**config.mk**
```make
export PLATFORM = sky130hd
export DESIGN_NAME = sds_top
export DESIGN_NICKNAME = d
export VERILOG_FILES = /design/src/rtl/sds_pkg.sv /design/src/rtl/sds_top.sv
export VERILOG_INCLUDE_DIRS = /design/src /design/src/rtl
export SDC_FILE = /design/constraint.sdc
export NUM_CORES = 1
export LEC_CHECK = 0
export BUFFER_PORTS_ARGS = -buffer_cell sky130_fd_sc_hd__buf_2
export CELL_PAD_IN_SITES_DETAIL_PLACEMENT = 0
export CELL_PAD_IN_SITES_GLOBAL_PLACEMENT = 1
export CORE_UTILIZATION = 23
export CTS_CLUSTER_SIZE = 20
export DETAILED_ROUTE_END_ITERATION = 8
export PLACE_DENSITY = 0.55
export SLEW_MARGIN = 30
export SYNTH_ARGS = -nofsm -noshare
export SYNTH_HDL_FRONTEND = slang
export SYNTH_SLANG_ARGS = --single-unit
```
**constraint.sdc**
```tcl
create_clock -name aclk -period 2.25 [get_ports aclk]
set_input_delay 0.45 -clock aclk [delete_from_list [all_inputs] [get_ports aclk]]
set_output_delay 0.45 -clock aclk [all_outputs]
set_load 0.005 [all_outputs]
```
**src/rtl/sds_consts.svh**
```systemverilog
// Offsets, field positions, selector codes and reset values of the second diagnostic block.
`ifndef SDS_CONSTS_SVH
`define SDS_CONSTS_SVH
// Register indices; the byte address is four times the index.
`define SDS_IDX_RESULT_A_CFG    8'h6b
`define SDS_IDX_CTRL        8'h70
`define SDS_IDX_RESULT      8'h71
`define SDS_IDX_ALERT       8'h72
`define SDS_IDX_STATUS      8'h73
`define SDS_IDX_MASK        8'h74
`define SDS_ADDR_RESULT_A_CFG   12'h1ac
`define SDS_ADDR_CTRL       12'h1c0
`define SDS_ADDR_RESULT     12'h1c4
`define SDS_ADDR_ALERT      12'h1c8
`define SDS_ADDR_STATUS     12'h1cc
`define SDS_ADDR_MASK       12'h1d0
// Field positions.
`define SDS_SEL2_MSB        7
`define SDS_SEL2_LSB        4
`define SDS_CTRL_CALEN      0
`define SDS_CTRL_SCANM      1
`define SDS_ST_DONE         0
`define SDS_ST_ALERT        1
`define SDS_AL_ZERO         0
`define SDS_AL_FULL         1
// Reset values.
`define SDS_RESULT_A_CFG_RST    16'h0000
`define SDS_CTRL_RST        2'h1
// Selector codes.
`define SDS_SEL_NONE        4'h0
`define SDS_SEL_TEMP        4'h1
`define SDS_SEL_SUPPLY      4'h2
`define SDS_SEL_ALTERNATE_REFERENCE      4'h3
`define SDS_SEL_CMP_PATH    4'h4
`define SDS_SEL_CELL_CAL    4'h5
`define SDS_SEL_OFS_CAL     4'h6
`define SDS_SEL_DAC_HI      4'h7
`define SDS_SEL_DAC_LO      4'h8
`define SDS_SEL_THERMISTOR_BIAS_CAL    4'h9
`define SDS_SEL_ZERO_SCALE  4'ha
`define SDS_SEL_FULL_SCALE  4'hb
`define SDS_SEL_LSA_OFS     4'hc
// Test codes.
`define SDS_DAC_HI_CODE     10'h2ff
`define SDS_DAC_LO_CODE     10'h100
`define SDS_ZERO_EXPECT     16'h0000
`define SDS_FULL_EXPECT     16'h3ffc
// Bus answers.
`define SDS_RESP_OKAY       2'h0
`define SDS_RESP_SLVERR     2'h2
`endif

```
**src/rtl/sds_pkg.sv**
```systemverilog
// Types shared by the second diagnostic selection block.
package sds_pkg;
  // Sequencer states.
  typedef enum logic [1:0] {ST_IDLE, ST_CONV, ST_DONE} sds_state_t;
  // Converter input routing.
  typedef enum logic [2:0] {IN_NONE, IN_TEMP_V, IN_REF, IN_ALTERNATE_REFERENCE_LSA, IN_SHORT,
                            IN_SHORT_LSA, IN_DAC, IN_SUPPLY} sds_in_t;
  // Converter reference routing.
  typedef enum logic [1:0] {REF_MAIN, REF_SUPPLY, REF_THERM} sds_ref_t;
endpackage

```
**src/rtl/sds_top.sv**
```systemverilog
// Second diagnostic measurement selection, sequencing and register slave.
// Operation
// - Selector sits at bits 7:4; code 0000 appends no diagnostic.
// - Code 0001 converts temperature voltage against main reference.
// - Code 0011 converts alternate reference through level shift amplifier.
// - Code 0100 converts main reference, bipolar, comparator path check.
// - Code 0101 cell calibration, gain and offset coefficients, chopping per method.
// - Code 0110 shorted input, bipolar, offset coefficients only.
// - Code 0111 loads DAC with 0x2ff and converts its output.
// - Code 1000 loads DAC with 0x100 and converts its output.
// - Code 1001 shorted input against thermistor bias, thermistor offset applied.
// - Result lands in the result register at acquisition end.
// - Calibration disabled selects factory coefficients; chopping applied as needed.
// - Code 1010 zero scale test expecting 0x0000, full result kept.
// - Code 1011 full scale test expecting 0x3ffc, bipolar, full result kept.
// - Code 1100 measures level shift amplifier offset, bipolar.
// - Pass or fail shows as alert bits; values only in result register.
// - Configuration register is software readable and writable, steering scans.
`timescale 1ns/100ps
`include "sds_consts.svh"

module sds_top #(
  parameter int ADDR_W   = 12,
  parameter int RES_W    = 16,
  parameter int TOL      = 4
) (
  // Clock and reset.
  input  wire logic              aclk,
  input  wire logic              aresetn,
  // Register bus, write address.
  input  wire logic [ADDR_W-1:0] s_axi_awaddr,
  input  wire logic              s_axi_awvalid,
  output logic                   s_axi_awready,
  // Register bus, write data.
  input  wire logic [31:0]       s_axi_wdata,
  input  wire logic [3:0]        s_axi_wstrb,
  input  wire logic              s_axi_wvalid,
  output logic                   s_axi_wready,
  // Register bus, write response.
  output logic [1:0]             s_axi_bresp,
  output logic                   s_axi_bvalid,
  input  wire logic              s_axi_bready,
  // Register bus, read.
  input  wire logic [ADDR_W-1:0] s_axi_araddr,
  input  wire logic              s_axi_arvalid,
  output logic                   s_axi_arready,
  output logic [31:0]            s_axi_rdata,
  output logic [1:0]             s_axi_rresp,
  output logic                   s_axi_rvalid,
  input  wire logic              s_axi_rready,
  // Scan engine handshake.
  input  wire logic              scan_main_done,
  output logic                   acq_end,
  // Converter control.
  output logic                   conv_start,
  output sds_pkg::sds_in_t       conv_in_sel,
  output sds_pkg::sds_ref_t      conv_ref_sel,
  output logic                   conv_bipolar,
  output logic                   conv_chop,
  output logic                   coef_gain_apply,
  output logic                   coef_offset_apply,
  output logic                   coef_therm_apply,
  output logic                   coef_factory,
  output logic                   dac_load,
  output logic [9:0]             dac_code,
  input  wire logic              conv_valid,
  input  wire logic [RES_W-1:0]  conv_data,
  // Interrupt.
  output logic                   irq
);

  // Parameter sanity, refused at elaboration so a bad build never reaches simulation.
  if (ADDR_W < 9 || RES_W < 14 || RES_W > 32 || TOL < 0)
  begin : g_bad_param
    $error("sds_top: unsupported parameter values");
  end

  // Register state.
  logic [15:0]          result_a_cfg_r;
  logic [1:0]           ctrl_r;
  logic [RES_W-1:0]     second_result_a_result_r;
  logic [1:0]           alert_r;
  logic [1:0]           status_r;
  logic [1:0]           mask_r;
  sds_pkg::sds_state_t  state_r;
  logic [3:0]           sel_lat_r;

  // Bus handshake state.
  logic                 aw_have_r;
  logic                 w_have_r;
  logic [ADDR_W-1:0]    aw_addr_r;
  logic [31:0]          w_data_r;
  logic [3:0]           w_strb_r;
  logic                 aw_hs;
  logic                 w_hs;
  logic                 ar_hs;
  logic                 do_wr;
  logic                 bvalid_nxt;
  logic                 rvalid_nxt;
  logic                 aw_have_nxt;
  logic                 w_have_nxt;
  logic                 wr_hit;
  logic [31:0]          rd_data;
  logic                 rd_hit;

  // Event strobes and helpers.
  logic [1:0]           evt_set;
  logic [1:0]           alert_set;
  logic                 sel_valid;
  logic [3:0]           sel_cur;
  logic                 cal_en;
  logic                 ramp_method;
  logic [RES_W-1:0]     diff_zero;
  logic [RES_W-1:0]     diff_full;

  assign sel_cur     = result_a_cfg_r[`SDS_SEL2_MSB:`SDS_SEL2_LSB];
  assign cal_en      = ctrl_r[`SDS_CTRL_CALEN];
  assign ramp_method = ctrl_r[`SDS_CTRL_SCANM];
  // Only defined codes start a conversion; 0000 and the top three are skipped.
  assign sel_valid   = (sel_cur != `SDS_SEL_NONE) && (sel_cur <= `SDS_SEL_LSA_OFS);

  // Bus handshakes and write decision.
  assign aw_hs       = s_axi_awvalid & s_axi_awready;
  assign w_hs        = s_axi_wvalid & s_axi_wready;
  assign ar_hs       = s_axi_arvalid & s_axi_arready;
  assign do_wr       = aw_have_r & w_have_r & ~s_axi_bvalid;
  assign aw_have_nxt = (aw_have_r | aw_hs) & ~do_wr;
  assign w_have_nxt  = (w_have_r | w_hs) & ~do_wr;
  assign bvalid_nxt  = do_wr | (s_axi_bvalid & ~s_axi_bready);
  assign rvalid_nxt  = ar_hs | (s_axi_rvalid & ~s_axi_rready);
  assign wr_hit      = (aw_addr_r == `SDS_ADDR_RESULT_A_CFG) || (aw_addr_r == `SDS_ADDR_CTRL) ||
                       (aw_addr_r == `SDS_ADDR_MASK);

  // Ready lines drop while a transfer is held and come back once it is answered.
  always_ff @(posedge aclk)
  begin
    if (!aresetn)
    begin
      s_axi_awready <= 1'b0;
      s_axi_wready  <= 1'b0;
      s_axi_arready <= 1'b0;
    end
    else
    begin
      s_axi_awready <= ~aw_have_nxt & ~bvalid_nxt;
      s_axi_wready  <= ~w_have_nxt & ~bvalid_nxt;
      s_axi_arready <= ~rvalid_nxt;
    end
  end

  // Address and data holding; the two channels may arrive in either order.
  always_ff @(posedge aclk)
  begin
    if (!aresetn)
    begin
      aw_have_r <= 1'b0;
      w_have_r  <= 1'b0;
      aw_addr_r <= '0;
      w_data_r  <= 32'h0000_0000;
      w_strb_r  <= 4'h0;
    end
    else
    begin
      aw_have_r <= aw_have_nxt;
      w_have_r  <= w_have_nxt;
      if (aw_hs)
        aw_addr_r <= {s_axi_awaddr[ADDR_W-1:2], 2'b00};
      if (w_hs)
      begin
        w_data_r <= s_axi_wdata;
        w_strb_r <= s_axi_wstrb;
      end
    end
  end

  // Write response; unmapped or read-only addresses get a slave error.
  always_ff @(posedge aclk)
  begin
    if (!aresetn)
    begin
      s_axi_bvalid <= 1'b0;
      s_axi_bresp  <= `SDS_RESP_OKAY;
    end
    else
    begin
      s_axi_bvalid <= bvalid_nxt;
      if (do_wr)
        s_axi_bresp <= wr_hit ? `SDS_RESP_OKAY : `SDS_RESP_SLVERR;
    end
  end

  // Software-written registers, honouring byte strobes.
  always_ff @(posedge aclk)
  begin
    if (!aresetn)
    begin
      result_a_cfg_r <= `SDS_RESULT_A_CFG_RST;
      ctrl_r     <= `SDS_CTRL_RST;
      mask_r     <= 2'h0;
    end
    else if (do_wr)
    begin
      if (aw_addr_r == `SDS_ADDR_RESULT_A_CFG)
      begin
        if (w_strb_r[0])
          result_a_cfg_r[7:0] <= w_data_r[7:0];
        if (w_strb_r[1])
          result_a_cfg_r[15:8] <= w_data_r[15:8];
      end
      if (aw_addr_r == `SDS_ADDR_CTRL && w_strb_r[0])
        ctrl_r <= w_data_r[1:0];
      if (aw_addr_r == `SDS_ADDR_MASK && w_strb_r[0])
        mask_r <= w_data_r[1:0];
    end
  end

  // Read multiplexer; unused upper bits read as zero.
  always_comb
  begin
    rd_data = 32'h0000_0000;
    rd_hit  = 1'b1;
    case ({s_axi_araddr[ADDR_W-1:2], 2'b00})
      `SDS_ADDR_RESULT_A_CFG: rd_data[15:0]      = result_a_cfg_r;
      `SDS_ADDR_CTRL:     rd_data[1:0]       = ctrl_r;
      `SDS_ADDR_RESULT:   rd_data[RES_W-1:0] = second_result_a_result_r;
      `SDS_ADDR_ALERT:    rd_data[1:0]       = alert_r;
      `SDS_ADDR_STATUS:   rd_data[1:0]       = status_r;
      `SDS_ADDR_MASK:     rd_data[1:0]       = mask_r;
      default:            rd_hit             = 1'b0;
    endcase
  end

  // Read channel; data is captured with the address and held until taken.
  always_ff @(posedge aclk)
  begin
    if (!aresetn)
    begin
      s_axi_rvalid <= 1'b0;
      s_axi_rdata  <= 32'h0000_0000;
      s_axi_rresp  <= `SDS_RESP_OKAY;
    end
    else
    begin
      s_axi_rvalid <= rvalid_nxt;
      if (ar_hs)
      begin
        s_axi_rdata <= rd_data;
        s_axi_rresp <= rd_hit ? `SDS_RESP_OKAY : `SDS_RESP_SLVERR;
      end
    end
  end

  // Sequencer: waits for the main scan, runs the appended conversion, then ends.
  // The selector is latched at start so a write mid-conversion cannot change which scale test is judged.
  always_ff @(posedge aclk)
  begin
    if (!aresetn)
    begin
      state_r   <= sds_pkg::ST_IDLE;
      sel_lat_r <= `SDS_SEL_NONE;
    end
    else
    begin
      case (state_r)
        sds_pkg::ST_IDLE:
          if (scan_main_done)
          begin
            sel_lat_r <= sel_cur;
            state_r   <= sel_valid ? sds_pkg::ST_CONV : sds_pkg::ST_DONE;
          end
        sds_pkg::ST_CONV:
          if (conv_valid)
            state_r <= sds_pkg::ST_DONE;
        sds_pkg::ST_DONE:
          state_r <= sds_pkg::ST_IDLE;
        default:
          state_r <= sds_pkg::ST_IDLE;
      endcase
    end
  end

  // Routing and coefficient controls, decoded once per appended conversion.
  always_ff @(posedge aclk)
  begin
    if (!aresetn)
    begin
      conv_start        <= 1'b0;
      conv_in_sel       <= sds_pkg::IN_NONE;
      conv_ref_sel      <= sds_pkg::REF_MAIN;
      conv_bipolar      <= 1'b0;
      conv_chop         <= 1'b0;
      coef_gain_apply   <= 1'b0;
      coef_offset_apply <= 1'b0;
      coef_therm_apply  <= 1'b0;
      coef_factory      <= 1'b0;
      dac_load          <= 1'b0;
      dac_code          <= 10'h000;
    end
    else
    begin
      conv_start <= 1'b0;
      dac_load   <= 1'b0;
      if (state_r == sds_pkg::ST_IDLE && scan_main_done && sel_valid)
      begin
        conv_start        <= 1'b1;
        conv_in_sel       <= sds_pkg::IN_REF;
        conv_ref_sel      <= sds_pkg::REF_MAIN;
        conv_bipolar      <= 1'b0;
        conv_chop         <= 1'b0;
        coef_gain_apply   <= 1'b0;
        coef_offset_apply <= 1'b0;
        coef_therm_apply  <= 1'b0;
        coef_factory      <= ~cal_en;
        case (sel_cur)
          `SDS_SEL_TEMP:   conv_in_sel <= sds_pkg::IN_TEMP_V;
          `SDS_SEL_SUPPLY: conv_ref_sel <= sds_pkg::REF_SUPPLY;
          `SDS_SEL_ALTERNATE_REFERENCE: conv_in_sel <= sds_pkg::IN_ALTERNATE_REFERENCE_LSA;
          `SDS_SEL_CMP_PATH: conv_bipolar <= 1'b1;
          `SDS_SEL_CELL_CAL:
          begin
            coef_gain_apply   <= 1'b1;
            coef_offset_apply <= 1'b1;
            conv_chop         <= ~ramp_method;
          end
          `SDS_SEL_OFS_CAL:
          begin
            conv_in_sel       <= ramp_method ? sds_pkg::IN_SHORT_LSA : sds_pkg::IN_SHORT;
            conv_bipolar      <= 1'b1;
            coef_offset_apply <= 1'b1;
            conv_chop         <= ~ramp_method;
          end
          `SDS_SEL_DAC_HI:
          begin
            conv_in_sel <= sds_pkg::IN_DAC;
            dac_load    <= 1'b1;
            dac_code    <= `SDS_DAC_HI_CODE;
          end
          `SDS_SEL_DAC_LO:
          begin
            conv_in_sel <= sds_pkg::IN_DAC;
            dac_load    <= 1'b1;
            dac_code    <= `SDS_DAC_LO_CODE;
          end
          `SDS_SEL_THERMISTOR_BIAS_CAL:
          begin
            conv_in_sel      <= sds_pkg::IN_SHORT;
            conv_ref_sel     <= sds_pkg::REF_THERM;
            conv_bipolar     <= 1'b1;
            coef_therm_apply <= 1'b1;
          end
          `SDS_SEL_ZERO_SCALE:
          begin
            conv_in_sel  <= sds_pkg::IN_SUPPLY;
            conv_bipolar <= 1'b1;
          end
          `SDS_SEL_FULL_SCALE:
          begin
            conv_in_sel  <= sds_pkg::IN_SUPPLY;
            conv_bipolar <= 1'b1;
          end
          `SDS_SEL_LSA_OFS:
          begin
            conv_in_sel  <= sds_pkg::IN_SHORT_LSA;
            conv_bipolar <= 1'b1;
          end
          default: conv_in_sel <= sds_pkg::IN_REF;
        endcase
      end
    end
  end

  // Distance of the sample from each expected test code.
  assign diff_zero = (conv_data >= RES_W'(`SDS_ZERO_EXPECT)) ?
                     conv_data - RES_W'(`SDS_ZERO_EXPECT) : RES_W'(`SDS_ZERO_EXPECT) - conv_data;
  assign diff_full = (conv_data >= RES_W'(`SDS_FULL_EXPECT)) ?
                     conv_data - RES_W'(`SDS_FULL_EXPECT) : RES_W'(`SDS_FULL_EXPECT) - conv_data;

  // Result capture; the full code is kept whether the test passes or not.
  always_ff @(posedge aclk)
  begin
    if (!aresetn)
      second_result_a_result_r <= '0;
    else if (state_r == sds_pkg::ST_CONV && conv_valid)
      second_result_a_result_r <= conv_data;
  end

  // Pass or fail outcome of the scale tests; a new run overwrites its own bit only.
  always_comb
  begin
    alert_set = 2'b00;
    if (state_r == sds_pkg::ST_CONV && conv_valid)
    begin
      if (sel_lat_r == `SDS_SEL_ZERO_SCALE)
        alert_set[`SDS_AL_ZERO] = diff_zero > RES_W'(TOL);
      if (sel_lat_r == `SDS_SEL_FULL_SCALE)
        alert_set[`SDS_AL_FULL] = diff_full > RES_W'(TOL);
    end
  end

  always_ff @(posedge aclk)
  begin
    if (!aresetn)
      alert_r <= 2'b00;
    else if (state_r == sds_pkg::ST_CONV && conv_valid)
    begin
      if (sel_lat_r == `SDS_SEL_ZERO_SCALE)
        alert_r[`SDS_AL_ZERO] <= alert_set[`SDS_AL_ZERO];
      if (sel_lat_r == `SDS_SEL_FULL_SCALE)
        alert_r[`SDS_AL_FULL] <= alert_set[`SDS_AL_FULL];
    end
  end

  // End of acquisition pulse, one cycle after the result is stored.
  always_ff @(posedge aclk)
  begin
    if (!aresetn)
      acq_end <= 1'b0;
    else
      acq_end <= (state_r == sds_pkg::ST_DONE);
  end

  // Sticky status: a read clears it, but an event in the same cycle still sets.
  assign evt_set[`SDS_ST_DONE]  = (state_r == sds_pkg::ST_DONE);
  assign evt_set[`SDS_ST_ALERT] = |alert_set;

  always_ff @(posedge aclk)
  begin
    if (!aresetn)
      status_r <= 2'b00;
    else if (ar_hs && {s_axi_araddr[ADDR_W-1:2], 2'b00} == `SDS_ADDR_STATUS)
      status_r <= evt_set;
    else
      status_r <= status_r | evt_set;
  end

  // Level interrupt, registered so it never glitches.
  always_ff @(posedge aclk)
  begin
    if (!aresetn)
      irq <= 1'b0;
    else
      irq <= |(status_r & mask_r);
  end

endmodule

```
* Yosys cells after proc, flatten, opt, wreduce, memory -nomap -nowiden *
Index checks and enable logic that the tools add are counted.

word-level totals
  logic and storage cells = 153
  register bits after elaboration = 126

cells by class
  $add $sub $neg = 3
  muxes and demuxes = 26
  bitwise logic cells = 27
  equal/unequal tests = 27
  reduce and logical (&&, ||, !) cells = 29
  $lt $le $gt $ge = 5

operator list
  operator                  number
  $eq A10 B7 Y1 const B     9
  $gt A16 B3 Y1 const B     2
  $mux W16                  2
  $eq A4 B4 Y1 const B      7
  $pmux W14 S2              1
  $pmux W3 S7               1
  $pmux W10 S2              1
  $eq A4 B3 Y1 const B      4
  $ge A16 B1 Y1 const B     1
  $ge A16 B14 Y1 const B    1
  $reduce_and A2 Y1         8
  $sub A1 B16 Y16 const A   1
  $sub A14 B16 Y16 const A  1
  $sub A16 B14 Y16 const B  1
  $mux W2                   7
  $pmux W2 S6               1
  $reduce_or A6 Y1          2
  $and A1 B1 Y1             11
  $mux W1                   11
  $not A1 Y1                10
  $reduce_or A2 Y1          5
  $eq A4 B2 Y1 const B      2
  $pmux W2 S2               2
  $logic_and A1 B1 Y1       7
  other kinds (13)          19

* Depth between registers and ports, before layout *
  word-level depth = 8
  gate-level depth with buffers = 10
  mapped depth without buffers = 9

* Worst setup path before layout *
No wires, ideal clock.

  path type = input to register
  from = input port conv_data[2]
  to = register alert_r[1]
  setup slack = 0.003 ns
  stages = 9
  required time = 2.126 ns
  library setup time = 0.124 ns
  data arrival time = 2.123 ns
  path buffers = 1
  path through = clkbuf_1 inv_1 ha_1 a311oi_2 o22ai_1 a211oi_2 nor2_1 nor4_1 a21oi_1

on the way
  word-level cells in the longest chain between the ends = 5

RTL lines
  what                                            line            source
  start, declared                                 sds_top.sv:67   input wire logic [RES_W-1:0] conv_data,
  $sub A14 B16 Y16, or another cell as far along  sds_top.sv:376  conv_data - RES_W'(`SDS_FULL_EXPECT) : RES_W'(`SDS_FULL_EXPECT) - conv_data;
  $mux W16 *                                      sds_top.sv:375  assign diff_full = (conv_data >= RES_W'(`SDS_FULL_EXPECT)) ?
  $gt A16 B3 Y1 *                                 sds_top.sv:396  alert_set[`SDS_AL_FULL] = diff_full > RES_W'(TOL);
  $mux W1 *                                       sds_top.sv:395  if (sel_lat_r == `SDS_SEL_FULL_SCALE)
  $mux W2 *                                       sds_top.sv:391  if (state_r == sds_pkg::ST_CONV && conv_valid)
  end signal, assigned by index                   sds_top.sv:407  alert_r[`SDS_AL_ZERO] <= alert_set[`SDS_AL_ZERO];
  end signal, assigned by index                   sds_top.sv:409  alert_r[`SDS_AL_FULL] <= alert_set[`SDS_AL_FULL];
  end, declared                                   sds_top.sv:82   logic [1:0] alert_r;

Mark *: on every way between the ends. The rest lies on a longest branch, timed or not.
A chain may end at the register's enable or synchronous reset.

* Worst setup path in the final report *
  from = input port conv_data[2]
  to = register status_r[1]

on the way
  word-level cells in the longest chain between the ends = 8

RTL lines
  what                                           line                            source
  $sub A1 B16 Y16, or another cell as far along  sds_top.sv:374                  conv_data - RES_W'(`SDS_ZERO_EXPECT) : RES_W'(`SDS_ZERO_EXPECT) - conv_data;
  $mux W16 (on tied branches)                    sds_top.sv:373, sds_top.sv:375
  $gt A16 B3 Y1 (on tied branches)               sds_top.sv:394, sds_top.sv:396
  $mux W1 (on tied branches)                     sds_top.sv:393, sds_top.sv:395
  $mux W2 *                                      sds_top.sv:391
  $reduce_or A2 Y1 *                             sds_top.sv:424                  assign evt_set[`SDS_ST_ALERT] = |alert_set;
  $or A2 B2 Y2                                   sds_top.sv:433                  status_r <= status_r | evt_set;
  $mux W2 *                                      sds_top.sv:430                  else if (ar_hs && {s_axi_araddr[ADDR_W-1:2], 2'b00} == `SDS_ADDR_STATUS)
  end signal, assigned                           sds_top.sv:431                  status_r <= evt_set;
  end signal, assigned                           sds_top.sv:433
  end, declared                                  sds_top.sv:83                   logic [1:0] status_r;

Marked as above.

==> run metrics <==
deepest clock path buffer count 2; starting density of the core 23.6%; violation count after the first detailed-routing iteration 191; setup violation total in the final timing report 0; Mapped Area 0.00579 mm2; placed instance area 0.00681 mm2; Buffers on Ports 110; clk slew on worst S/H paths 0.06 ns; Crit path depth 10; commonest non-fill, non-tap cells in the layout sky130_fd_sc_hd__nand2_1 (132), sky130_fd_sc_hd__dfxtp_1 (115), sky130_fd_sc_hd__buf_2 (110); critical path class in -> reg; Routed wire per std cell 14.5 um; Pleak slightly above 3 nW; Cell variety after synth 68; tightest hold margin 0.281 ns; portion of the post-synthesis area used by sequential elements between 30% and 40%; number of enable-type register cells in the synthesized netlist 0; dominant combinational cell family by area after synthesis simple AND/OR/NAND/NOR gates; insertion delay to the later sink of the worst-skew pair 0.42 ns; Worst setup endpoint status_r[1]$_SDFF_PN0_; dominant cell type by count on the critical path sky130_fd_sc_hd__o21ai_1; post-synthesis xor/xnor area fraction 1.06%; Post-Layout Cell Count 1144; depth of the most critical reg-to-reg path 5; Final period util 94.2%; CTS tree yes; clock tree sinks 115; GPL Wtd Cong ~0.82; GR Util All Layers 13.3%; Hold Path Class in -> reg; most common cell after layout, fill and taps aside sky130_fd_sc_hd__nand2_1; cell breakdown of the critical path buf_2 > ha_1 > and4_2 > buf_4 > a2111oi_2 > o21ai_1 > a21oi_1 > o2111ai_2 > nor4_2 > o21ai_1; number of warnings issued by yosys 0; buffer count from post-CTS setup fixing 0; Final Max Tran Viols 0; Least-Margin Pin Slew 0.663 ns; cell area power density 794 mW/mm2; final hold viol count 0; estimated wirelength of the detail-placed design 12.3 mm; Post-Synthesis Cells approximately 700; Crit path buffers/inverters 2; grt ovf 0; horizontal die dimension 161 um; Clk Tree Root Cell sky130_fd_sc_hd__clkbuf_16; maximum fanout encountered on the critical timing path 7; height of the chip 161 um; synthesis-stage register bit count ~120; FMAX 0.472 GHz; nature of the critical path startpoint input port; minimum period implied by the final worst setup slack 2.12 ns; average footprint of a synthesized cell 8.48 um2; Reg-to-Reg End result_a_cfg_r[3]$_SDFFE_PN0P_; Worst R2R Start aw_addr_r[11]$_SDFFE_PN0P_; RSZ-0062 raised after global routing false; total via count in the routed design 5142; CTS HTree Levels 4; number of vias per cell 4.49; summed area of non-filler cells in the final layout 0.00756 mm2; Syn-to-layout area delta 30.6%; critical path required time between 2 and 3 ns; adder-cell share of the synthesized area 0.648%; largest delay contributor family on the critical path compound AO/OA/AOI/OAI gates; Remaining DRCs 0; VDD IR-drop max about 0.45 mV; most used flip-flop cell after synthesis sky130_fd_sc_hd__dfxtp_1; # diodes 0; vias in the first global route between 4000 and 5000; area of the die around 0.026 mm2; number of antenna violations at the first check in global routing 0; remaining antenna violation count 0; slew margin rel. 55.7%; Critical Path Max Stage Delay 0.31 ns; number of buffers inserted during clock tree synthesis 17; Layout Nets between 800 and 900; outcome finished clean; asr flop ratio synth 0%; post-synthesis share of cell area spent on and, or, nand and nor gates 27.5%; proportion of synthesized area in mux cells 4.19%; share of post-route cells with drive strength above 1 26.8%; Post-Place Cells approximately 1100; final setup skew 0.0115 ns; total detailed-routing wirelength around 17 mm; critical path endpoint category register; worst setup slack for register-to-register paths 0.23 ns; total of max-cap violations 0; number of optimization iterations in the first detailed-route pass 4; cell with the largest stage delay on the worst path sky130_fd_sc_hd__and4_2; Rows 57; first-pass GRT wire length between 20 and 30 mm; Compound-Gate Fraction of Synth Area 18.8%; largest net degree at the start of global routing 52; data arrival time of the critical path between 2 and 2.5 ns; source of the critical timing path conv_data[2]; core area 0.0245 mm2; Boundary Pins 151
area by class of cell:
type                       count  area, um2
tap                          324        405
timing repair buffer         162        991
inverter                       6       22.5
multi-input combinational    505       3100
clock inverter                12        273
fill                        2662      17000
sequential                   115       2300
clock buffer                  20        467
cell usage after synthesis (all sizes together) (4+ instances only):
library cell  number  area share, %
a21oi             19            1.6
nor2b             27            2.9
buf               41            5.4
and2               7           0.76
nor3              12            1.1
or2                4           0.43
nor3b             16            2.1
nand2            132            8.6
nand3             12            1.5
o21ai             19            1.6
and3               9            1.1
nor4              11            1.3
a211oi             5           0.73
clkbuf            33            2.1
mux2i             22            3.8
nor4b              4            1.2
nand4b             4           0.61
xnor2              7            1.1
nand4              7           0.76
dfxtp            115             40
and4               4           0.65
a21boi            55            7.1
a221oi            18            2.7
inv                6           0.39
nor2              42            3.0
nand2b             6           0.65
o211ai             4           0.52
how the worst min path moves through the flow:
| stage | startpoint | to | slack, ns | depth (start not counted) |
|---|---|---|---|---|
| floorplan | aw_have_r$_SDFF_PN0_ | s_axi_awready$_SDFF_PN0_ | 0.42 | 1 |
| finish | s_axi_awaddr[2] | aw_addr_r[2]$_SDFFE_PN0P_ | 0.28 | 3 |
| CTS | s_axi_awaddr[2] | aw_addr_r[2]$_SDFFE_PN0P_ | 0.27 | 3 |
| global route | s_axi_wdata[8] | w_data_r[8]$_SDFFE_PN0P_ | 0.28 | 3 |
| global placement | second_result_a_result_r[1]$_SDFFE_PN0P_ | s_axi_rdata[1]$_SDFFE_PN0P_ | 0.44 | 2 |
| detailed placement | second_result_a_result_r[1]$_SDFFE_PN0P_ | s_axi_rdata[1]$_SDFFE_PN0P_ | 0.44 | 2 |
cells by family (layout without fill, tap and decap cells):
family	Yosys count	count (layout)
muxes	24	24
DFF	115	115
adders and majority gates	3	3
AOI/OAI and AO/OA	149	149
xor gates and xnor gates	7	7
and+or+nand+nor	304	304
other	1	18
buffers and inverters	80	200
worst min-delay path, cell delays in order:
cell and delay (ns):
sky130_fd_sc_hd__buf_2 0.09, sky130_fd_sc_hd__nand2_1 0.04, sky130_fd_sc_hd__a21boi_0 0.06
flip-flops by register name, summed over array words and instances, names as in the netlist, 2 cells and up:
signal	flops
alert_r	2
aw_addr_r	10
conv_in_sel	3
conv_ref_sel	2
ctrl_r	2
dac_code	2
mask_r	2
result_a_cfg_r	16
s_axi_rdata	16
second_result_a_result_r	16
sel_lat_r	4
state_r	2
status_r	2
w_data_r	16
w_strb_r	2
report_power, final:
group	internal, mW	total, mW	switching (mW)
Sequential	2.09	2.13	0.0374
Clock	2.40	3.39	0.997
Combinational	0.220	0.485	0.264
metal layers:
layer | GRT usage [%] | routed length, um | vias up
met4 | 4.33 | 225 | 0
met2 | 21.2 | 7610 | 96
met3 | 2.76 | 484 | 18
met1 | 18.0 | 8300 | 2413
li1 | - | - | 2615
met5 | 0 | 0 | -
what timing repair did:
| item | in CTS | in global routing |
|---|---|---|
| hold buffers | 0 | 0 |
| resized for setup | 0 | 3 |
| endpoints found under the setup margin | 0 | 1 |
through the flow:
step / setup slack [ns] / setup TNS [ns] / power (mW) / util (%)
floorplan: 0.00292 / 0 / 2.46 / -
global placement: -0.283 / -0.495 / 2.66 / 27.8
detailed placement: -0.335 / -0.585 / 2.66 / 27.8
CTS: 0.109 / 0 / 6.07 / 30.8
global route: 0.0254 / 0 / 6.23 / 30.8
finish: 0.131 / 0 / 6.01 / 30.8
Note: power is estimated with default switching activity, not from simulation.
